**config.mk**
```make
export PLATFORM = sky130hd
export DESIGN_NAME = lsm_led_status_mux
export DESIGN_NICKNAME = d
export VERILOG_FILES = /design/src/hw/lsm_pkg.sv /design/src/hw/lsm_led_status_mux.sv
export VERILOG_INCLUDE_DIRS = /design/src /design/src/hw
export SDC_FILE = /design/constraint.sdc
export NUM_CORES = 1
export LEC_CHECK = 0
export BUFFER_PORTS_ARGS = -buffer_cell sky130_fd_sc_hd__buf_2
export CAP_MARGIN = 30
export CORE_MARGIN = 2
export CORE_UTILIZATION = 40
export DETAILED_ROUTE_END_ITERATION = 8
export PLACE_DENSITY = 0.62
export SYNTH_ARGS = -nofsm -noshare
export SYNTH_HDL_FRONTEND = slang
export SYNTH_SLANG_ARGS = --single-unit
```
**constraint.sdc**
```tcl
create_clock -name clk -period 3.8 [get_ports clk]
set_clock_uncertainty 0.1 [all_clocks]
set_input_delay 0.19 -clock clk [delete_from_list [all_inputs] [get_ports clk]]
set_output_delay 0.19 -clock clk [all_outputs]
set_load 0.01 [all_outputs]
```
**src/hw/lsm_consts.svh**
```systemverilog
// constants for the led status mux: offsets, fields, resets, timing
//------------------------------------------------------------------
//------------------------------------------------------------------
`ifndef LSM_CONSTS_SVH
`define LSM_CONSTS_SVH

// byte offsets on the register bus
`define LSM_ADDR_W 4
`define LSM_OFS_TWO 4'h0
`define LSM_OFS_THREE 4'h4

// control field positions
`define LSM_B_COL 0
`define LSM_B_JAB 1
`define LSM_B_RCV 2
`define LSM_B_POL 3
`define LSM_B_TX 4
`define LSM_B_MATCH 5
`define LSM_B_PSE 7
`define LSM_B_INV 14
`define LSM_B_RAW 15

// reset values and writable bit masks
`define LSM_RST_TWO 16'h0088
`define LSM_RST_THREE 16'h0090
`define LSM_WMASK_TWO 16'h40BF
`define LSM_WMASK_THREE 16'h00BF

// stretch time and clock period in ns
`define LSM_STRETCH_NS 100000
`define LSM_CLK_NS 50
`define LSM_STRETCH_CYC (`LSM_STRETCH_NS / `LSM_CLK_NS)
`define LSM_CNT_W 11

// axi responses
`define LSM_RESP_OKAY 2'h0
`define LSM_RESP_SLVERR 2'h2

`endif

```
**src/hw/lsm_pkg.sv**
```systemverilog
// types shared by the led status mux
package lsm_pkg;
	// one control register image
	typedef logic [15:0] lsm_reg_t;
	// read channel state, one-hot
	typedef enum logic [1:0] {
		LSM_RD_IDLE = 2'h1,
		LSM_RD_RESP = 2'h2
	} lsm_rd_state_t;
endpackage : lsm_pkg

```
**src/hw/lsm_led_status_mux.sv**
```systemverilog
// programmable led status mux with axi4-lite control registers
//
// Decided for this implementation: the register offsets and the AXI4-Lite register port.
`include "lsm_consts.svh"

module lsm_led_status_mux (
	// clock and reset
	input wire logic clk,
	input wire logic reset,
	// write address channel
	input wire logic [`LSM_ADDR_W-1:0] s_axi_awaddr,
	input wire logic s_axi_awvalid,
	output logic s_axi_awready,
	// write data channel
	input wire logic [31:0] s_axi_wdata,
	input wire logic [3:0] s_axi_wstrb,
	input wire logic s_axi_wvalid,
	output logic s_axi_wready,
	// write response channel
	output logic [1:0] s_axi_bresp,
	output logic s_axi_bvalid,
	input wire logic s_axi_bready,
	// read address channel
	input wire logic [`LSM_ADDR_W-1:0] s_axi_araddr,
	input wire logic s_axi_arvalid,
	output logic s_axi_arready,
	// read data channel
	output logic [31:0] s_axi_rdata,
	output logic [1:0] s_axi_rresp,
	output logic s_axi_rvalid,
	input wire logic s_axi_rready,
	// network events, synchronous levels
	input wire logic tx_activity,
	input wire logic rx_activity,
	input wire logic rx_addr_match,
	input wire logic polarity_good,
	input wire logic jabber,
	input wire logic collision,
	// indicator pins
	output logic indicator_pin_two,
	output logic indicator_pin_three
);
	import lsm_pkg::*;

	//------------------------------------------------------------------
	// helper functions
	//------------------------------------------------------------------
	// address decode: bit 0 led two, bit 1 led three, zero unmapped
	function automatic logic [1:0] lsm_sel(input logic [`LSM_ADDR_W-1:0] a);
		lsm_sel = {a == `LSM_OFS_THREE, a == `LSM_OFS_TWO};
	endfunction : lsm_sel

	// byte-lane merge limited to writable bits
	function automatic lsm_reg_t lsm_merge(input lsm_reg_t old, input lsm_reg_t d,
			input logic [1:0] strb, input lsm_reg_t mask);
		lsm_reg_t m;
		m = {{8{strb[1]}}, {8{strb[0]}}} & mask;
		lsm_merge = (old & ~m) | (d & m);
	endfunction : lsm_merge

	//------------------------------------------------------------------
	// state declarations
	//------------------------------------------------------------------
	lsm_reg_t ctrl [2]; // control registers, index 0 two, 1 three
	lsm_reg_t next_ctrl [2];
	logic [1:0] raw; // unstretched or-state per led
	logic [1:0] lit; // stretched assertion per led
	logic aw_held; // write address captured
	logic next_aw_held;
	logic w_held; // write data captured
	logic next_w_held;
	logic [`LSM_ADDR_W-1:0] aw_addr; // captured write address
	logic [`LSM_ADDR_W-1:0] next_aw_addr;
	lsm_reg_t w_data; // captured low half of write data
	lsm_reg_t next_w_data;
	logic [1:0] w_strb; // captured low byte strobes
	logic [1:0] next_w_strb;
	logic bvalid; // write answer pending
	logic next_bvalid;
	logic [1:0] bresp;
	logic [1:0] next_bresp;
	lsm_rd_state_t rd_state; // read channel state
	lsm_rd_state_t next_rd_state;
	logic [31:0] rdata;
	logic [31:0] next_rdata;
	logic [1:0] rresp;
	logic [1:0] next_rresp;
	logic pin_two; // registered pin levels
	logic next_pin_two;
	logic pin_three;
	logic next_pin_three;
	logic [1:0] wsel; // decode of captured write address
	logic [1:0] rsel; // decode of read address

	//------------------------------------------------------------------
	// handshake outputs
	//------------------------------------------------------------------
	// hold off new writes until the answer is taken: one write at a time
	assign s_axi_awready = !aw_held && !bvalid;
	assign s_axi_wready = !w_held && !bvalid;
	assign s_axi_bvalid = bvalid;
	assign s_axi_bresp = bresp;
	assign s_axi_arready = (rd_state == LSM_RD_IDLE);
	assign s_axi_rvalid = (rd_state == LSM_RD_RESP);
	assign s_axi_rdata = rdata;
	assign s_axi_rresp = rresp;
	assign indicator_pin_two = pin_two;
	assign indicator_pin_three = pin_three;
	assign wsel = lsm_sel(aw_addr);
	assign rsel = lsm_sel(s_axi_araddr);

	//------------------------------------------------------------------
	// write path and control registers
	//------------------------------------------------------------------
	// next values: capture address and data in either order, then commit
	always_comb begin
		next_aw_held = aw_held;
		next_w_held = w_held;
		next_aw_addr = aw_addr;
		next_w_data = w_data;
		next_w_strb = w_strb;
		next_bvalid = bvalid;
		next_bresp = bresp;
		next_ctrl = ctrl;
		// answer taken
		if (bvalid && s_axi_bready) begin
			next_bvalid = 1'b0;
		end
		// address arrives
		if (s_axi_awvalid && s_axi_awready) begin
			next_aw_held = 1'b1;
			next_aw_addr = s_axi_awaddr;
		end
		// data arrives; upper half has no storage
		if (s_axi_wvalid && s_axi_wready) begin
			next_w_held = 1'b1;
			next_w_data = s_axi_wdata[15:0];
			next_w_strb = s_axi_wstrb[1:0];
		end
		// both present: commit, masks keep reserved and raw bits zero
		if (aw_held && w_held && !bvalid) begin
			next_aw_held = 1'b0;
			next_w_held = 1'b0;
			next_bvalid = 1'b1;
			next_bresp = (wsel != 2'h0) ? `LSM_RESP_OKAY : `LSM_RESP_SLVERR;
			if (wsel[0]) begin
				next_ctrl[0] = lsm_merge(ctrl[0], w_data, w_strb, `LSM_WMASK_TWO);
			end
			if (wsel[1]) begin
				next_ctrl[1] = lsm_merge(ctrl[1], w_data, w_strb, `LSM_WMASK_THREE);
			end
		end
	end

	// register the write path
	always_ff @(posedge clk or posedge reset) begin
		if (reset) begin
			aw_held <= 1'b0;
			w_held <= 1'b0;
			aw_addr <= '0;
			w_data <= '0;
			w_strb <= 2'h0;
			bvalid <= 1'b0;
			bresp <= `LSM_RESP_OKAY;
			ctrl[0] <= `LSM_RST_TWO;
			ctrl[1] <= `LSM_RST_THREE;
		end else begin
			aw_held <= next_aw_held;
			w_held <= next_w_held;
			aw_addr <= next_aw_addr;
			w_data <= next_w_data;
			w_strb <= next_w_strb;
			bvalid <= next_bvalid;
			bresp <= next_bresp;
			ctrl <= next_ctrl;
		end
	end

	//------------------------------------------------------------------
	// read path
	//------------------------------------------------------------------
	// next values: data latched at address acceptance, shown next cycle
	always_comb begin
		next_rd_state = rd_state;
		next_rdata = rdata;
		next_rresp = rresp;
		unique case (rd_state)
			LSM_RD_IDLE: begin
				if (s_axi_arvalid) begin
					next_rd_state = LSM_RD_RESP;
					next_rdata = 32'h0;
					next_rresp = (rsel != 2'h0) ? `LSM_RESP_OKAY : `LSM_RESP_SLVERR;
					// bit 15 shows the live unstretched state
					if (rsel[0]) begin
						next_rdata[15:0] = {raw[0], ctrl[0][14:0]};
					end
					if (rsel[1]) begin
						next_rdata[15:0] = {raw[1], ctrl[1][14:0]};
					end
				end
			end
			LSM_RD_RESP: begin
				if (s_axi_rready) begin
					next_rd_state = LSM_RD_IDLE;
				end
			end
		endcase
	end

	// register the read path
	always_ff @(posedge clk or posedge reset) begin
		if (reset) begin
			rd_state <= LSM_RD_IDLE;
			rdata <= 32'h0;
			rresp <= `LSM_RESP_OKAY;
		end else begin
			rd_state <= next_rd_state;
			rdata <= next_rdata;
			rresp <= next_rresp;
		end
	end

	//------------------------------------------------------------------
	// event selection and pulse stretchers, one per led
	//------------------------------------------------------------------
	for (genvar i = 0; i < 2; i++) begin : g_led
		logic rx_term; // receive activity after address filter
		logic [`LSM_CNT_W-1:0] cnt; // stretch cycles remaining
		logic [`LSM_CNT_W-1:0] next_cnt;

		// address-match filter only gates receive activity
		assign rx_term = rx_activity && (!ctrl[i][`LSM_B_MATCH] || rx_addr_match);

		// or of all enabled functions
		assign raw[i] = (ctrl[i][`LSM_B_TX] && tx_activity)
			|| (ctrl[i][`LSM_B_POL] && polarity_good)
			|| (ctrl[i][`LSM_B_RCV] && rx_term)
			|| (ctrl[i][`LSM_B_JAB] && jabber)
			|| (ctrl[i][`LSM_B_COL] && collision);

		// reload while any event is active, count down after the last
		always_comb begin
			next_cnt = cnt;
			if (raw[i]) begin
				next_cnt = `LSM_CNT_W'(`LSM_STRETCH_CYC);
			end else if (cnt != '0) begin
				next_cnt = cnt - `LSM_CNT_W'(1);
			end
		end

		// register the stretch count
		always_ff @(posedge clk or posedge reset) begin
			if (reset) begin
				cnt <= '0;
			end else begin
				cnt <= next_cnt;
			end
		end

		// stretcher only lengthens when enabled
		assign lit[i] = raw[i] || (ctrl[i][`LSM_B_PSE] && cnt != '0);
	end

	//------------------------------------------------------------------
	// pin drivers
	//------------------------------------------------------------------
	// invert set: active high; clear: active low, so a lit led pulls low
	always_comb begin
		next_pin_two = ctrl[0][`LSM_B_INV] ? lit[0] : !lit[0];
		next_pin_three = !lit[1];
	end

	// pins idle high (unlit) through reset since invert resets clear
	always_ff @(posedge clk or posedge reset) begin
		if (reset) begin
			pin_two <= 1'b1;
			pin_three <= 1'b1;
		end else begin
			pin_two <= next_pin_two;
			pin_three <= next_pin_three;
		end
	end
endmodule : lsm_led_status_mux

```
# [Word-level counts from Yosys, hierarchy flattened]
# Index checks and enable logic that the tools add are counted.
[word_totals] regBits=103 in_bits=57
[op_classes] n_mux=18 reduce_logical=55 add_sub_neg=2 eq_ne=6 bitwise=8
[op_table] operator="2-to-1 mux 11 bit" n=4
[op_table] operator="bitwise AND 16 bit" n=2
[op_table] operator="2-to-1 mux 16 bit" n=2
[op_table] operator="OR 16 bit" n=2
[op_table] operator="nonzero test 11 bit" n=2
[op_table] operator="subtractor 11 x 1 -> 11 bit (second input constant)" n=2
[op_table] operator="logical AND 1 bit" n=21
[op_table] operator="bitwise AND 16 x 15 -> 16 bit" n=1
[op_table] operator="bitwise AND 16 x 8 -> 16 bit" n=1
[op_table] operator="NOT 15 -> 16 bit" n=1
[op_table] operator="NOT 8 -> 16 bit" n=1
[op_table] operator="nonzero test 2 bit" n=7
[op_table] operator="logical OR 1 bit" n=12
[op_table] operator="== test 4 x 3 -> 1 bit (second input constant)" n=2
[op_table] operator="zero test 4 bit" n=2
[op_table] operator="2-to-1 mux 2 bit" n=4
[op_table] operator="AND reduction 2 bit" n=4
[op_table] operator="zero test 1 bit" n=7
[op_table] operator="2-to-1 mux 1 bit" n=7
[op_table] operator="one-hot mux 2 bit (2 select lines)" n=1
[op_table] operator="== test 2 x 1 -> 1 bit (second input constant)" n=1
[op_table] operator="== test 2 bit (second input constant)" n=1
[op_table] operator="inequality test 2 x 1 -> 1 bit (second input constant)" n=1
[op_table] operator="inequality test 2 bit (second input constant)" n=1

# [Depth between registers and ports, before layout]
[depth] word_depth=10 mapped_depth=7 depth_no_buf=6

# [Worst setup path after synthesis]
# OpenSTA, ideal clock, no wires.
[synth_timing] kind="register to register" start="register g_led[1].cnt[0]" end="register g_led[1].cnt[3]" slack_ns=1.800 required_time_ns=3.621 path_buffers=1 stages_incl_launch_ff=8 arrival_ns=1.821 cell_sequence="dfrtp_1 inv_1 ha_1 nor4b_1 and3_1 clkbuf_1 or4b_2 a21oi_1"
[synth_between] elab_chain_len=3 elab_cells_between_ends=5
[synth_lines] element="from (decl)" line_no="lsm_led_status_mux.sv:228" rtl="logic [`LSM_CNT_W-1:0] cnt;"
[synth_lines] element="from (signal assigned)" line_no="lsm_led_status_mux.sv:256" rtl="cnt <= next_cnt;"
[synth_lines] element="subtractor 11 x 1 -> 11 bit" line_no="lsm_led_status_mux.sv:247" rtl="next_cnt = cnt - `LSM_CNT_W'(1);"
[synth_lines] element="2-to-1 mux 11 bit" line_no="lsm_led_status_mux.sv:246" rtl="end else if (cnt != '0) begin"
[synth_lines] element="2-to-1 mux 11 bit" line_no="lsm_led_status_mux.sv:244" rtl="if (raw[i]) begin"
# Parallel ways exist; a longest one is shown, timed or not. The select of a mux whose other input is x is not followed.
# A chain may end at the register's enable or synchronous reset.

# [Worst setup path after layout]
[layout_timing] start="register rd_state[0]" end="register rdata[15], in the netlist s_axi_rdata[15]"
[layout_between] elab_chain_len=2
[layout_lines] element="from (decl)" line_no="lsm_led_status_mux.sv:82" rtl="lsm_rd_state_t rd_state;"
[layout_lines] element="from (signal assigned)" line_no="lsm_led_status_mux.sv:217" rtl="rd_state <= next_rd_state;"
[layout_lines] element="== test 2 x 1 -> 1 bit" line_no="lsm_led_status_mux.sv:187" rtl="unique case (rd_state)"
[layout_lines] element="AND reduction 2 bit (no source line)"
[layout_lines] element="to (signal assigned)" line_no="lsm_led_status_mux.sv:218" rtl="rdata <= next_rdata;"
[layout_lines] element="to (decl)" line_no="lsm_led_status_mux.sv:84" rtl="logic [31:0] rdata;"
# Every way passes these cells.

==> metrics.yaml <==
cells_and_area:
  nets: 426
  fillers: 766
  final_common_cell: "dfrtp_1"
  syn_to_final_growth_pct: 19.82
  final_cell_mix: "62 x dfrtp_1, 48 x buf_2, 29 x mux2_2, 25 x conb_1, 23 x nand2_1"
  multi_input_area_mm2: 0.001373
  n_antenna_cell: 0
  drive_gt1_frac: 0.2823
  ff_latch_area_mm2: 0.001735
min_path:
  hold_depth: 2
  hp-start: "s_axi_arvalid"
  holdPathEnd: "rd_state[1]$_DFFE_PP0P_"
  hold_class: "input pin to register"
drt:
  viasPerCell: 4.897
  final_antenna_net_count: 0
  drt_iter0_drc: 121
  drt-pass1-iter-count: 4
  wl_mm: 6.469
  num_vias: 2336
  detail_route.wl_per_cell_um: 13.56
  route.detailed.drc: 0
grt:
  grt_pass1_wl_mm: 10.43
  grt_antenna_before_repair: 0
  grt-ovfl-total: 0
  grt_pass1_vias: 2206
  grt.total_usage: 0.1523
  grt_max_degree: 45
floorplanning:
  core.rowCount: 33
  die_x_um: 94.58
  die_area_mm2: 0.008945
  start_util: 0.4055
  core_mm2: 0.008093
  die_h_um: 94.58
  io_pins: 100
critical_path:
  path_class: "register to register"
  critPathCaptureType: "register"
  worstPathMaxFanout: 12
  crit_chain: "nand3b_1, or4_1, a211oi_1, a221o_1"
  reg2reg_slack_ns: 1.53
  critical_path_arrival_ns: 2.44
  critPathLaunchType: "register"
  critPathTopFamily: "simple AND/OR/NAND/NOR gates"
  cp_data_required_time_ns: 3.97
  r2r_end: "s_axi_rdata[15]$_DFFE_PP0P_"
  worstRegToRegCells: 4
  r2r_start: "rd_state[0]$_DFFE_PP1P_"
  slowest_delay_ns: 0.75
  crit_buf_inv: 0
  crit_path_top_delay_cell: "or4_1"
pwr:
  ir_drop_mv: 0.3482
  p_per_area_mw_per_mm2: 694.3
  pwr-share-clk: 0.221
  p_sw_frac: 0.3359
  combPwrFrac: 0.318
  p_switching_uw: 917.3
  p_int_mw: 1.813
  p_leak_nw: 1.818
  p_seq_frac: 0.461
timing:
  timing.final.ws_setup_ns: 1.531
  maxSlewViolCount: 0
  setup_viol: 0
  rsz0062_at_grt: "false"
  tightest_slew_ns: 0.6787
  min_period_over_period: 0.5970
  finalHoldViolCount: 0
  relSlewSlack: 0.5434
  setup_tns_ns: 0
  period_minus_slack_ns: 2.269
  max_freq_mhz: 440.8
place:
  dp_hpwl_mm: 4.546
  place_congestion: 0.7768
  pre_cts_slack_ns: 1.554
  io_buffers: 48
logic_synthesis:
  async_reset_ff_frac: 1.000
  synth_cell_types: 43
  synthCells: 296
  yosys_warnings: 0
  ys_ff_latch: 69
  avgSynthCellArea_um2: 11.09
  synth_edf_count: 0
  yosys_most_used_dff: "dfrtp_1"
  netlist_area_mm2: 0.003282
  synth_seq_area_share: 0.5288
cts:
  htree_levels: 3
  postCtsSetupRepairBufs: 0
  insertion_delay_ns: 0.34
  cts_tree: "built"
  cts_root_buf: "clkbuf_8"
  clk_pin_slew_worst_paths_ns: 0.07
  cts-resized-gates: 0
  cts_max_path_buffers: 2
  cts_buffers: 9
  cts_sinks: 69
status:
  status: "finished clean"
run:
  maxCapViolations: 0
==> logic make-up after synthesis <==
group / after synthesis / share of synthesized area
other: 1 / 0.001143
adder cells (fa/ha/maj): 2 / 0.007624
XOR/XNOR: 5 / 0.01334
AO/OA/AOI/OAI: 46 / 0.09417
buffers and inverters: 45 / 0.08044
flip-flops: 69 / 0.5288
AND/OR/NAND/NOR: 91 / 0.1506
multiplexers: 37 / 0.1239
==> per-layer routing <==
| metal | global-route usage | part of all wire | up-vias |
|---|---|---|---|
| met5 | 0 | 0 | - |
| met4 | 0.06280 | 0.017 | 0 |
| met3 | 0.03512 | 0.033 | 9 |
| met2 | 0.2506 | 0.47 | 60 |
| met1 | 0.1941 | 0.48 | 1134 |
| li1 | - | - | 1133 |
==> metrics by stage <==
| stage | hold WS [ns] | power [mW] | utilization | std cells | area (um2) |
|---|---|---|---|---|---|
| final | 0.01777 | 2.730 | 0.4859 | 477 | 3933 |
| after CTS | 0.004415 | 2.757 | 0.4859 | 477 | 3933 |
| after floorplan | 0.1864 | 1.900 | - | 320 | 3372 |
| after global placement | 0.2798 | 2.097 | 0.4374 | 443 | 3540 |
| after detailed placement | -0.01284 | 2.132 | 0.4399 | 444 | 3560 |
| after global routing | 0.01723 | 2.929 | 0.4859 | 477 | 3933 |
==> layout make-up <==
class | instances | share of cell area
multi-input combinational | 206 | 0.3490
tap | 105 | 0.03341
timing repair buffer | 67 | 0.1114
inverter | 14 | 0.01336
clock inverter | 4 | 0.01209
sequential | 69 | 0.4413
clock buffer | 12 | 0.03945
==> worst max-delay path by stage <==
stage | start | end | slack [ns] | depth (start not counted)
4_1_cts | rd_state[0]$_DFFE_PP1P_ | s_axi_rdata[15]$_DFFE_PP0P_ | 1.52 | 4
5_1_grt | g_led[0].cnt[0]$_DFFE_PP0P_ | g_led[0].cnt[4]$_DFFE_PP0P_ | 1.39 | 6
2_1_floorplan | reset | async pin | 1.78 | 1
3_5_place_dp | rd_state[0]$_DFFE_PP1P_ | s_axi_rdata[15]$_DFFE_PP0P_ | 1.55 | 4
6_report | rd_state[0]$_DFFE_PP1P_ | s_axi_rdata[15]$_DFFE_PP0P_ | 1.53 | 4
3_3_place_gp | g_led[0].cnt[0]$_DFFE_PP0P_ | g_led[0].cnt[4]$_DFFE_PP0P_ | 1.60 | 6
==> what timing repair did <==
| action | CTS | global route |
|---|---|---|
| endpoints found under the hold margin | 79 | 0 |
| hold buffers | 17 | 0 |
| setup endpoints to repair | 0 | 0 |
==> cells in the mapped netlist, drive strengths merged, types with 2 or more instances <==
cell type,n,area [um2]
nor3,5,25.02
or4,4,30.03
clkbuf,5,18.77
dfstp,7,183.9
nor4,3,25.02
nand2b,3,18.77
and3,3,18.77
nor3b,3,22.52
and2,4,25.02
a21oi,7,35.03
or3,7,43.79
a211o,4,35.03
a211oi,3,22.52
o211ai,3,22.52
nand3,9,45.04
o21ai,12,60.06
ha,2,25.02
dfrtp,62,1551
nor2,14,52.55
nand3b,9,67.56
inv,14,52.55
mux2,29,326.6
xnor2,4,35.03
mux2i,8,80.08
a31oi,2,12.51
a22o,4,35.03
buf,26,192.7
o31ai,2,15.01
a21o,4,30.03
nand2,23,86.33
==> power groups by stage <==
stage | clock [mW] | combinational, mW | sequential [mW]
floorplan | 0 | 0.680 | 1.22
global placement | 0 | 0.838 | 1.26
detailed placement | 0 | 0.861 | 1.27
CTS | 0.620 | 0.879 | 1.26
global route | 0.654 | 0.976 | 1.30
finish | 0.604 | 0.869 | 1.26
(Power assumes the default switching activity.)
